===== config.mk =====
export PLATFORM = sky130hd
export DESIGN_NAME = sirm_top
export DESIGN_NICKNAME = d
export VERILOG_FILES = /design/src/sirm_pkg.sv /design/src/sirm_filter.sv /design/src/sirm_top.sv
export VERILOG_INCLUDE_DIRS = /design/src
export SDC_FILE = /design/constraint.sdc
export NUM_CORES = 1
export LEC_CHECK = 0
export ABC_AREA = 1
export BUFFER_PORTS_ARGS = -buffer_cell sky130_fd_sc_hd__buf_4
export CORE_ASPECT_RATIO = 1.25
export CORE_MARGIN = 2
export CORE_UTILIZATION = 33
export DETAILED_ROUTE_END_ITERATION = 8
export GPL_TIMING_DRIVEN = 0
export PLACE_DENSITY = 0.59
export SYNTH_ARGS = -nofsm -noshare
export SYNTH_HDL_FRONTEND = slang
export SYNTH_SLANG_ARGS = --single-unit

===== constraint.sdc =====
create_clock -name sys_clk -period 6.63 [get_ports sys_clk]
set_input_delay 0 -clock sys_clk [delete_from_list [all_inputs] [get_ports sys_clk]]
set_output_delay 0 -clock sys_clk [all_outputs]
set_load 0.03 [all_outputs]

===== src/sirm_cfg.svh =====
`ifndef SIRM_CFG_SVH
`define SIRM_CFG_SVH

// Register byte addresses
`define SIRM_ADDR_STATUS    12'h000
`define SIRM_ADDR_THRESH    12'h004
`define SIRM_ADDR_OPTION    12'h008
`define SIRM_ADDR_IRQ_STAT  12'h00C
`define SIRM_ADDR_IRQ_MASK  12'h010
`define SIRM_ADDR_CPU       12'h014

// Integrity status register field positions
`define SIRM_ST_WARN_IE     0
`define SIRM_ST_WARN_FLAG   1
`define SIRM_ST_UV_FLAG     2
`define SIRM_ST_WDG_FLAG    4

// Interrupt status / mask bit positions
`define SIRM_EV_WARN        0
`define SIRM_EV_UV          1
`define SIRM_EV_WDG         2
`define SIRM_EV_PIN         3

// Reset values
`define SIRM_THRESH_RST     2'h3
`define SIRM_THRESH_OFF     2'h3
`define SIRM_OPT_RST        3'h1
`define SIRM_MASK_RST       4'h0

// Timing: minimum watchdog output pulse, spike filter length
`define SIRM_CLK_NS         10
`define SIRM_WDG_PULSE_NS   20000
`define SIRM_WDG_PULSE_CYC  ((`SIRM_WDG_PULSE_NS + `SIRM_CLK_NS - 1) / `SIRM_CLK_NS)
`define SIRM_GLITCH_NS      400
`define SIRM_GLITCH_CYC     ((`SIRM_GLITCH_NS + `SIRM_CLK_NS - 1) / `SIRM_CLK_NS)

`endif


===== src/sirm_pkg.sv =====
package sirm_pkg;

  // Undervoltage threshold level option
  typedef enum logic [1:0] {
    SIRM_LVL_LOW  = 2'h0,
    SIRM_LVL_MED  = 2'h1,
    SIRM_LVL_HIGH = 2'h2
  } sirm_lvl_e;

  // Power mode of the CPU
  typedef enum logic [1:0] {
    SIRM_RUN  = 2'h0,
    SIRM_WAIT = 2'h1,
    SIRM_HALT = 2'h2
  } sirm_mode_e;

  // Reset-pin sequencer states
  typedef enum logic [1:0] {
    SIRM_IDLE = 2'h0,
    SIRM_UV   = 2'h1,
    SIRM_WDG  = 2'h2
  } sirm_st_e;

  // Analog comparator outputs
  typedef struct packed {
    logic uv_low;
    logic warn_low;
  } sirm_ana_s;

endpackage : sirm_pkg


===== src/sirm_filter.sv =====
`timescale 1ns/1ps
`default_nettype none
`include "sirm_cfg.svh"

// Three-stage synchroniser with a change accepted when stages two and three agree,
// followed by a hold filter that rejects pulses shorter than LEN cycles.
module sirm_filter #(
  parameter int LEN = 4
) (
  // Clock and reset
  input  wire logic sys_clk,
  input  wire logic reset,
  // Raw asynchronous level and its filtered copy
  input  wire logic din,
  output var  logic dout_q
);

  logic [2:0]  sync_q;   // Synchroniser chain
  logic        agree_q;  // Agreed level
  logic [15:0] cnt_q;    // Stability counter

  wire stable_in = (sync_q[1] == sync_q[2]) ? sync_q[2] : agree_q;
  wire differs   = stable_in != dout_q;

  // Synchronise and agree
  always_ff @(posedge sys_clk or posedge reset) begin
    if (reset) begin
      sync_q  <= 3'h0;
      agree_q <= 1'b0;
    end else begin
      sync_q  <= {sync_q[1:0], din};
      agree_q <= stable_in;
    end
  end

  // Accept a change only after LEN steady cycles
  always_ff @(posedge sys_clk or posedge reset) begin
    if (reset) begin
      cnt_q  <= 16'h0000;
      dout_q <= 1'b0;
    end else if (!differs) begin
      cnt_q <= 16'h0000;
    end else if (cnt_q >= 16'(LEN - 1)) begin
      cnt_q  <= 16'h0000;
      dout_q <= stable_in;
    end else begin
      cnt_q <= cnt_q + 16'h0001;
    end
  end

endmodule : sirm_filter
`default_nettype wire


===== src/sirm_top.sv =====
// Implementation choices: register access over APB and the placing of the registers.
`timescale 1ns/1ps
`default_nettype none
`include "sirm_cfg.svh"

module sirm_top (
  // Clock and reset
  input  wire logic                sys_clk,
  input  wire logic                reset,
  // APB slave
  input  wire logic                psel,
  input  wire logic                penable,
  input  wire logic                pwrite,
  input  wire logic [11:0]         paddr,
  input  wire logic [31:0]         pwdata,
  output var  logic [31:0]         prdata,
  output var  logic                pready,
  output var  logic                pslverr,
  // Analog comparators and watchdog
  input  wire sirm_pkg::sirm_ana_s ana,
  input  wire logic                wdg_underflow,
  // CPU state
  input  wire logic                cpu_irq_mask,
  input  wire sirm_pkg::sirm_mode_e cpu_mode,
  input  wire logic                warn_isr_enter,
  // Shared reset pin
  input  wire logic                rst_pin_in_n,
  output var  logic                rst_pin_out_n,
  output var  logic                rst_pin_oe_n,
  // Threshold selects to the analog comparators
  output var  logic [1:0]          warn_thresh_sel,
  output var  logic [1:0]          uv_thresh_sel,
  output var  logic                warn_det_enable,
  // Requests to the CPU
  output var  logic                warn_irq_req,
  output var  logic                warn_wake,
  output var  logic                sys_reset,
  output var  logic                irq
);

  //////////////////////////////////////////////////////////////////////////////
  // Registers
  //////////////////////////////////////////////////////////////////////////////

  logic [1:0]          thresh_q;     // Warning threshold select
  logic [2:0]          opt_q;        // {uv level[1:0], uv enable}
  logic                warn_ie_q;    // Warning interrupt enable
  logic                wdg_flag_q;   // Watchdog reset flag
  logic                uv_flag_q;    // Undervoltage reset flag
  logic                pend_q;       // Pending warning request
  logic                warn_prev_q;  // Previous filtered warning level
  logic [3:0]          ev_q;         // Sticky event status
  logic [3:0]          mask_q;       // Event mask
  logic [15:0]         pulse_q;      // Watchdog pulse counter
  logic                wdg_prev_q;   // Previous watchdog underflow level
  logic                uv_prev_q;    // Previous undervoltage reset level
  logic                pin_prev_q;   // Previous pin level
  sirm_pkg::sirm_st_e  st_q;         // Pin sequencer state
  sirm_pkg::sirm_st_e  st_d;

  //////////////////////////////////////////////////////////////////////////////
  // Input conditioning
  //////////////////////////////////////////////////////////////////////////////

  logic uv_low_f;   // Filtered supply-low
  logic warn_low_f; // Filtered warning comparator
  logic pin_low_f;  // Filtered external pin low

  // Spike filter on undervoltage comparator
  sirm_filter #(.LEN(`SIRM_GLITCH_CYC)) u_uv_filt (
    .sys_clk (sys_clk),
    .reset   (reset),
    .din     (ana.uv_low),
    .dout_q  (uv_low_f)
  );

  // Warning comparator synchroniser
  sirm_filter #(.LEN(1)) u_warn_filt (
    .sys_clk (sys_clk),
    .reset   (reset),
    .din     (ana.warn_low),
    .dout_q  (warn_low_f)
  );

  // External pin synchroniser, low means reset
  sirm_filter #(.LEN(1)) u_pin_filt (
    .sys_clk (sys_clk),
    .reset   (reset),
    .din     (~rst_pin_in_n),
    .dout_q  (pin_low_f)
  );

  //////////////////////////////////////////////////////////////////////////////
  // Decode
  //////////////////////////////////////////////////////////////////////////////

  wire apb_acc   = psel && penable;
  wire apb_wr    = apb_acc && pwrite;
  wire apb_rd    = apb_acc && !pwrite;
  wire sel_stat  = paddr == `SIRM_ADDR_STATUS;
  wire sel_thr   = paddr == `SIRM_ADDR_THRESH;
  wire sel_opt   = paddr == `SIRM_ADDR_OPTION;
  wire sel_ist   = paddr == `SIRM_ADDR_IRQ_STAT;
  wire sel_msk   = paddr == `SIRM_ADDR_IRQ_MASK;
  wire sel_cpu   = paddr == `SIRM_ADDR_CPU;
  wire unmapped  = !(sel_stat || sel_thr || sel_opt || sel_ist || sel_msk || sel_cpu);
  wire halted    = cpu_mode == sirm_pkg::SIRM_HALT;
  wire freeze    = halted;
  wire uv_en     = opt_q[0];
  wire uv_active = uv_en && uv_low_f;
  wire wdg_rise  = wdg_underflow && !wdg_prev_q;
  wire uv_rise   = uv_active && !uv_prev_q;
  wire pin_rise  = pin_low_f && !pin_prev_q;
  wire warn_off  = thresh_q == `SIRM_THRESH_OFF;
  wire warn_lvl  = warn_low_f && !warn_off;
  wire warn_edge = warn_lvl != warn_prev_q;
  wire pulse_run = pulse_q != 16'h0000;
  wire drive_low = (st_q != sirm_pkg::SIRM_IDLE) || uv_active || pulse_run;
  wire rd_stat   = apb_rd && sel_stat;
  wire [3:0] ev_set = {pin_rise, wdg_rise, uv_rise, warn_edge};
  wire [3:0] ev_clr = (apb_wr && sel_ist) ? pwdata[3:0] : 4'h0;

  wire [7:0] stat_word = {3'h0, wdg_flag_q, 1'b0, uv_flag_q, warn_lvl, warn_ie_q};

  //////////////////////////////////////////////////////////////////////////////
  // Pin sequencer
  //////////////////////////////////////////////////////////////////////////////

  // Next state: undervoltage wins over watchdog
  always_comb begin
    st_d = st_q;
    case (st_q)
      sirm_pkg::SIRM_IDLE: begin
        if (uv_active) begin
          st_d = sirm_pkg::SIRM_UV;
        end else if (wdg_rise) begin
          st_d = sirm_pkg::SIRM_WDG;
        end
      end
      sirm_pkg::SIRM_UV: begin
        if (!uv_active) begin
          st_d = sirm_pkg::SIRM_IDLE;
        end
      end
      sirm_pkg::SIRM_WDG: begin
        if (uv_active) begin
          st_d = sirm_pkg::SIRM_UV;
        end else if (pulse_q == 16'h0001) begin
          st_d = sirm_pkg::SIRM_IDLE;
        end
      end
      default: begin
        st_d = sirm_pkg::SIRM_IDLE;
      end
    endcase
  end

  // State and edge history
  always_ff @(posedge sys_clk or posedge reset) begin
    if (reset) begin
      st_q       <= sirm_pkg::SIRM_IDLE;
      wdg_prev_q <= 1'b0;
      uv_prev_q  <= 1'b0;
      pin_prev_q <= 1'b0;
    end else begin
      st_q       <= st_d;
      wdg_prev_q <= wdg_underflow;
      uv_prev_q  <= uv_active;
      pin_prev_q <= pin_low_f;
    end
  end

  // Watchdog minimum pulse counter, started at the underflow
  always_ff @(posedge sys_clk or posedge reset) begin
    if (reset) begin
      pulse_q <= 16'h0000;
    end else if (wdg_rise) begin
      pulse_q <= 16'(`SIRM_WDG_PULSE_CYC);
    end else if (pulse_run) begin
      pulse_q <= pulse_q - 16'h0001;
    end
  end

  //////////////////////////////////////////////////////////////////////////////
  // Reset-source flags
  //////////////////////////////////////////////////////////////////////////////

  // Watchdog flag: set by hw, cleared by zero write or undervoltage
  always_ff @(posedge sys_clk or posedge reset) begin
    if (reset) begin
      wdg_flag_q <= 1'b0;
    end else if (uv_active) begin
      wdg_flag_q <= 1'b0;
    end else if (wdg_rise) begin
      wdg_flag_q <= 1'b1;
    end else if (apb_wr && sel_stat && !freeze && !pwdata[`SIRM_ST_WDG_FLAG]) begin
      wdg_flag_q <= 1'b0;
    end
  end

  // Undervoltage flag: set by undervoltage reset, cleared by a read
  always_ff @(posedge sys_clk or posedge reset) begin
    if (reset) begin
      uv_flag_q <= 1'b0;
    end else if (uv_active) begin
      uv_flag_q <= 1'b1;
    end else if (rd_stat && !freeze) begin
      uv_flag_q <= 1'b0;
    end
  end

  //////////////////////////////////////////////////////////////////////////////
  // Software registers
  //////////////////////////////////////////////////////////////////////////////

  // Enable, threshold, option and mask writes
  always_ff @(posedge sys_clk or posedge reset) begin
    if (reset) begin
      warn_ie_q <= 1'b0;
      thresh_q  <= `SIRM_THRESH_RST;
      opt_q     <= `SIRM_OPT_RST;
      mask_q    <= `SIRM_MASK_RST;
    end else if (apb_wr) begin
      if (sel_stat && !freeze) begin
        warn_ie_q <= pwdata[`SIRM_ST_WARN_IE];
      end
      if (sel_thr) begin
        thresh_q <= pwdata[1:0];
      end
      if (sel_opt) begin
        opt_q <= pwdata[2:0];
      end
      if (sel_msk) begin
        mask_q <= pwdata[3:0];
      end
    end
  end

  //////////////////////////////////////////////////////////////////////////////
  // Warning interrupt
  //////////////////////////////////////////////////////////////////////////////

  // Pending request: set on crossing, cleared on service entry; set wins
  always_ff @(posedge sys_clk or posedge reset) begin
    if (reset) begin
      warn_prev_q <= 1'b0;
      pend_q      <= 1'b0;
    end else begin
      warn_prev_q <= warn_lvl;
      if (warn_edge && warn_ie_q) begin
        pend_q <= 1'b1;
      end else if (warn_isr_enter) begin
        pend_q <= 1'b0;
      end
    end
  end

  // Sticky event status, set beats write-one clear
  always_ff @(posedge sys_clk or posedge reset) begin
    if (reset) begin
      ev_q <= 4'h0;
    end else begin
      ev_q <= (ev_q & ~ev_clr) | ev_set;
    end
  end

  //////////////////////////////////////////////////////////////////////////////
  // Outputs
  //////////////////////////////////////////////////////////////////////////////

  // Registered outputs to pins, CPU and analog
  always_ff @(posedge sys_clk or posedge reset) begin
    if (reset) begin
      rst_pin_out_n   <= 1'b0;
      rst_pin_oe_n    <= 1'b1;
      sys_reset       <= 1'b1;
      warn_irq_req    <= 1'b0;
      warn_wake       <= 1'b0;
      irq             <= 1'b0;
      warn_thresh_sel <= `SIRM_THRESH_RST;
      uv_thresh_sel   <= 2'h0;
      warn_det_enable <= 1'b0;
    end else begin
      rst_pin_out_n   <= 1'b0;
      rst_pin_oe_n    <= !drive_low;
      sys_reset       <= drive_low || pin_low_f;
      warn_irq_req    <= pend_q && warn_ie_q && !cpu_irq_mask;
      warn_wake       <= pend_q && warn_ie_q && !halted;
      irq             <= |(ev_q & mask_q);
      warn_thresh_sel <= thresh_q;
      uv_thresh_sel   <= opt_q[2:1];
      warn_det_enable <= !warn_off;
    end
  end

  // APB answer: single-cycle access, error on unmapped
  always_ff @(posedge sys_clk or posedge reset) begin
    if (reset) begin
      prdata  <= 32'h0000_0000;
      pready  <= 1'b0;
      pslverr <= 1'b0;
    end else begin
      pready  <= psel && !penable;
      pslverr <= psel && !penable && unmapped;
      if (psel && !penable && !pwrite) begin
        if (sel_stat) begin
          prdata <= {24'h000000, stat_word};
        end else if (sel_thr) begin
          prdata <= {30'h0, thresh_q};
        end else if (sel_opt) begin
          prdata <= {29'h0, opt_q};
        end else if (sel_ist) begin
          prdata <= {28'h0, ev_q};
        end else if (sel_msk) begin
          prdata <= {28'h0, mask_q};
        end else if (sel_cpu) begin
          prdata <= {28'h0, pend_q, halted, cpu_irq_mask, pin_low_f};
        end else begin
          prdata <= 32'h0000_0000;
        end
      end
    end
  end

endmodule : sirm_top
`default_nettype wire


# Word-level counts from Yosys, hierarchy flattened
# Cells that the tools add are included.
# totals
regBits	146
input_bits	57
out_inout_bits	45
# classes
addsub	4
magnitude_cmp	3
eq_ne	20
muxes	31
bitwise	5
reduce_logical	58
# op_table
op	count
16-bit two-way mux	8
16-bit by 1-bit adder with 16-bit output (second input constant)	3
16-bit by 1-bit >= comparator with 1-bit output (second input constant)	2
12-bit by 4-bit == test with 1-bit output (second input constant)	2
12-bit by 5-bit == test with 1-bit output (second input constant)	2
4-bit two-way mux	6
1-bit logical AND	22
16-bit by 1-bit == test with 1-bit output (second input constant)	1
16-bit by 6-bit >= comparator with 1-bit output (second input constant)	1
16-bit nonzero test	1
16-bit by 1-bit subtractor with 16-bit output (second input constant)	1
2-bit AND reduction	7
12-bit by 3-bit == test with 1-bit output (second input constant)	1
12-bit zero test	1
1-bit zero test	11
1-bit two-way mux	10
2-bit two-way mux	5
4-bit bitwise AND	2
1-bit logical OR	8
2-bit nonzero test	4
2-bit == test (second input constant)	3
3-bit != test (second input constant)	2
2-bit case mux with 3 select lines	1
5-bit two-way mux	1
other kinds (11)	16

# Longest topological paths before layout
# logic_depth
ltp_word	8
depth_mapped	11
mapped_depth_nobuf	10

# By module
# A second synthesis with hierarchy kept.
# unflattened
hier_cells	462
hier_area_um2	4063.9
# modules_own_cells
module	instances	cells_per_inst	area_each_um2	seq_area_each_um2
sirm_top	1	368	2984.1	1410.1
sirm_filter (u_uv_filt)	1	72	779.5	525.5
sirm_filter (u_pin_filt ...)	2	11	150.1	125.1

# Worst setup path after synthesis
# No wires, ideal clock.
# synth_timing
path_type	register -> register
start	reg pulse_q[0]
end	reg pulse_q[12]
setup_time_ns	0.086
t_arrival_ns	1.346
t_required_ns	6.544
slack_ns	5.198
path_stages_with_launch	8
cell_sequence	dfrtp_1 inv_1 ha_1 inv_1 nor2_1 nand4_1 xor2_1 nor3_1
# synth_between
elab_chain_cells	3
elab_cells_between_ends	5
# synth_lines
element	line	text
from (decl)	sirm_top.sv:54	logic [15:0] pulse_q;
from (signal assigned)	sirm_top.sv:178	pulse_q <= 16'(`SIRM_WDG_PULSE_CYC);
from (signal assigned)	sirm_top.sv:180	pulse_q <= pulse_q - 16'h0001;
16-bit by 1-bit subtractor with 16-bit output	sirm_top.sv:180	
16-bit two-way mux	sirm_top.sv:179	end else if (pulse_run) begin
16-bit two-way mux	sirm_top.sv:177	end else if (wdg_rise) begin
# Several ways; a longest one is shown, not always the timed one. The select of a mux whose other input is x is not followed.
# A chain may end at the register's enable or synchronous reset.

# Worst setup path after layout
# layout_timing
start	reg pulse_q[7]
end	reg pulse_q[4]
# layout_between
elab_chain_cells	2
# layout_lines
element	line	text
16-bit nonzero test	sirm_top.sv:117	wire pulse_run = pulse_q != 16'h0000;
2-bit nonzero test (no line)	--	
# Every way passes these cells.

==> metrics <==
M1 wire length=3540 um; routed len/inst=11.6 um; die area=12900 um^2; met2 wire len=4150 um; Netlist cell types=39; CP Launch Point=pulse_q[7]$_DFFE_PP0P_; r2r startpoint=pulse_q[7]$_DFFE_PP0P_; vias in the first global route=2974; Die H=127 um; DR pass1 iterations=4; number of setup violations in the final report=0; Post-synth ARST share=100%; Nets=612; ANT cells=0; clock power share=43.2%; share of layout cells above drive strength 1=20.9%; placed wire-length estimate=6150 um; Int Pwr=1.01 mW; Comb pwr share=13.3%; xor/xnor share of the synthesized area=2.87%; Hold Path Class=input port to register; violated checks=negative hold slack; Area Growth Syn to Fin=29.9%; critical-path maximum fanout=9; via count=3044; Final WS setup=4920 ps; Synth Area in Simple Gates=22.5%; final setup TNS=0 ps; status=complete, but fails checks; fmax=0.585 GHz; final hold viol count=1; CTS root buf=clkbuf_16; grt ovf=0; Iter 0 DRT Violations=160; post-layout min period=1710 ps; total power divided by cell area=261 nW/um^2; gpl congestion=0.869; post-synthesis sequential area ratio=55.1%; switching part of the total=24.7%; Post-DRT Antenna Nets=0; Worst-path clk slew=60 ps; cell leakage power=2.53 nW; DRC=0; final period utilization=25.8%; Avg Vias per Cell=4.25; global-route wire length before repair=13700 um; Synth Area in Compound Gates=5.81%; port bufs=45; total CTS buffers=9; worst r2r dst=pulse_q[4]$_DFFE_PP0P_; CTS tree=built; r2r setup slk=4920 ps; DR top layer=met4; Ports=102; Clock Latency Late Sink=330 ps; EDFF count, synth=0; PostCTS Resize Cnt=0; Syn Std Cell Area=3960 um^2; critical path capture point type=register; largest family of logic cells by synthesized area=simple AND/OR/NAND/NOR gates; max-slew violation count=0; Clock Sinks=87; Crit path arrival time=1930 ps; Reg2Reg Depth=8; Std-Cell Rows=44; Core Footprint=11700 um^2; Worst EP required=6850 ps; Worst Setup Start Kind=register; Synth Flop Type=dfrtp_1; Setup CP Type=register to register; # Max-Cap Violations=0; initial antenna violation count=0; RSZ-0062 raised after global routing=no; VDD IR max=0.112 mV; met3 wire length=382 um; drt total wl=8330 um; Post-Syn Area per Cell=8.93 um^2; Die Wd=102 um; Final Skew=5.10 ps; crit path capture=pulse_q[4]$_DFFE_PP0P_; largest net degree at the start of global routing=67; Initial Util=34.0%; Place WS=4920 ps; Fillers=1176; Synth Register Bits=87; Psw=0.331 mW; gr usage total=13.7%; Post-Synth Adder-Cell Area=2.27%; Hold Slack=-1.02 ps; H-tree depth=3; post-synthesis mux area share=0%; post-synthesis instance total=444; warnings from Yosys=0; Seq pwr share=43.6%; CTS max path bufs=2
==> synthesized netlist by cell type (all sizes together) (2+ instances only) <==
| cell | n | area, um^2 |
|---|---|---|
| o21ai | 26 | 134 |
| xor2 | 9 | 78.8 |
| nand3 | 25 | 125 |
| dfrtp | 80 | 2000 |
| o31ai | 2 | 15.0 |
| o22ai | 2 | 18.8 |
| nor2 | 69 | 274 |
| nand4 | 5 | 31.3 |
| ha | 4 | 50.1 |
| buf | 30 | 220 |
| nor4 | 2 | 12.5 |
| maj3 | 4 | 40.0 |
| nor3 | 17 | 101 |
| dfstp | 7 | 184 |
| clkinv | 2 | 8.75 |
| or2 | 2 | 12.5 |
| nand2 | 82 | 315 |
| nand3b | 2 | 15.0 |
| a21oi | 5 | 25.0 |
| inv | 57 | 214 |
| xnor2 | 4 | 35.0 |
==> layout by cell type, fill, tap and decap left out, types with 3 or more instances in the layout <==
master and count:
nor2_1 65, nand2_2 3, dfstp_2 7, dlygate4sd3_1 13, a21oi_1 5, nand2_1 79, ha_1 4, nor2_2 3
maj3_1 4, xnor2_1 4, dfrtp_1 80, inv_2 3, nor3_1 15, bufinv_16 3, buf_4 73, conb_1 38
inv_1 53, nand4_1 5, clkbuf_16 9, xor2_1 9, o21ai_0 25, nand3_1 25
==> per-layer routing <==
| layer | track usage, % | up-vias |
|---|---|---|
| met5 | 0 | - |
| met4 | 6.90 | 0 |
| met3 | 3.36 | 19 |
| met2 | 22.3 | 77 |
| met1 | 16.8 | 1395 |
| li1 | - | 1553 |
==> critical path, stage by stage (launching register included) <==
cell and delay (ps):
dfrtp_1 410, nor2_1 170, nand2_1 100, nor2_2 130, nand2_2 70, nor3_4 360
nand2_2 180, o21ai_0 120, inv_1 60
==> power groups by stage <==
stage | Clock, mW | Sequential (mW) | Combinational, mW
5_1_grt | 0.619 | 0.589 | 0.202
3_5_place_dp | 0 | 0.595 | 0.173
6_report | 0.579 | 0.584 | 0.178
4_1_cts | 0.595 | 0.585 | 0.180
3_3_place_gp | 0 | 0.593 | 0.169
2_1_floorplan | 0 | 0.596 | 0.121
==> registers in the layout, summed over array words and instances (netlist names), 2 cells and up <==
register / flops
mask_q: 4
thresh_q: 2
u_uv_filt.sync_q: 3
u_uv_filt.cnt_q: 16
u_warn_filt.sync_q: 3
warn_thresh_sel: 2
ev_q: 4
pulse_q: 16
prdata: 5
st_q: 2
opt_q: 3
uv_thresh_sel: 2
u_pin_filt.sync_q: 3
==> timing repair <==
action,in CTS,in global routing
setup buffers,0,0
hold buffers,13,0
endpoints found under the hold margin,94,0
==> through the flow <==
stage | std cells | instance area (um^2) | power, mW | utilization (%)
after global placement | 687 | 4640 | 0.762 | 39.8
final | 717 | 5150 | 1.34 | 44.1
after global routing | 717 | 5150 | 1.41 | 44.1
after CTS | 717 | 5150 | 1.36 | 44.1
after detailed placement | 688 | 4670 | 0.768 | 40.0
after floorplan | 481 | 4100 | 0.717 | -
==> worst min path at each step <==
| stage | startpoint | end | depth (start not counted) |
|---|---|---|---|
| global placement | ana[1] | u_uv_filt.sync_q[0]$_DFF_PP0_ | 1 |
| global route | pwdata[1] | thresh_q[1]$_DFFE_PP1P_ | 3 |
| finish | pwdata[2] | opt_q[2]$_DFFE_PP0P_ | 3 |
| detailed placement | reset | u_uv_filt.cnt_q[7]$_DFF_PP0_ | 2 |
| floorplan | ana[1] | u_uv_filt.sync_q[0]$_DFF_PP0_ | 0 |
| CTS | pwdata[2] | opt_q[2]$_DFFE_PP0P_ | 3 |
==> final cells by class <==
cell class,instances,area [um^2],share of cell area (%)
Sequential cell,87,2190,42.4
Clock inverter,5,105,2.04
Buffer,31,224,4.35
Multi-Input combinational cell,304,1470,28.5
Clock buffer,11,243,4.71
Inverter,59,225,4.37
Timing Repair Buffer,59,495,9.62
Tap cell,161,201,3.91
==> cells by family (layout without fill, tap and decap cells) <==
family	after synthesis	after routing
simple gates	205	205
compound gates	40	40
fa+ha+maj	8	8
other cells	1	38
flops	87	87
xor+xnor	13	13
buf+inv	90	165
(Power assumes the default switching activity.)
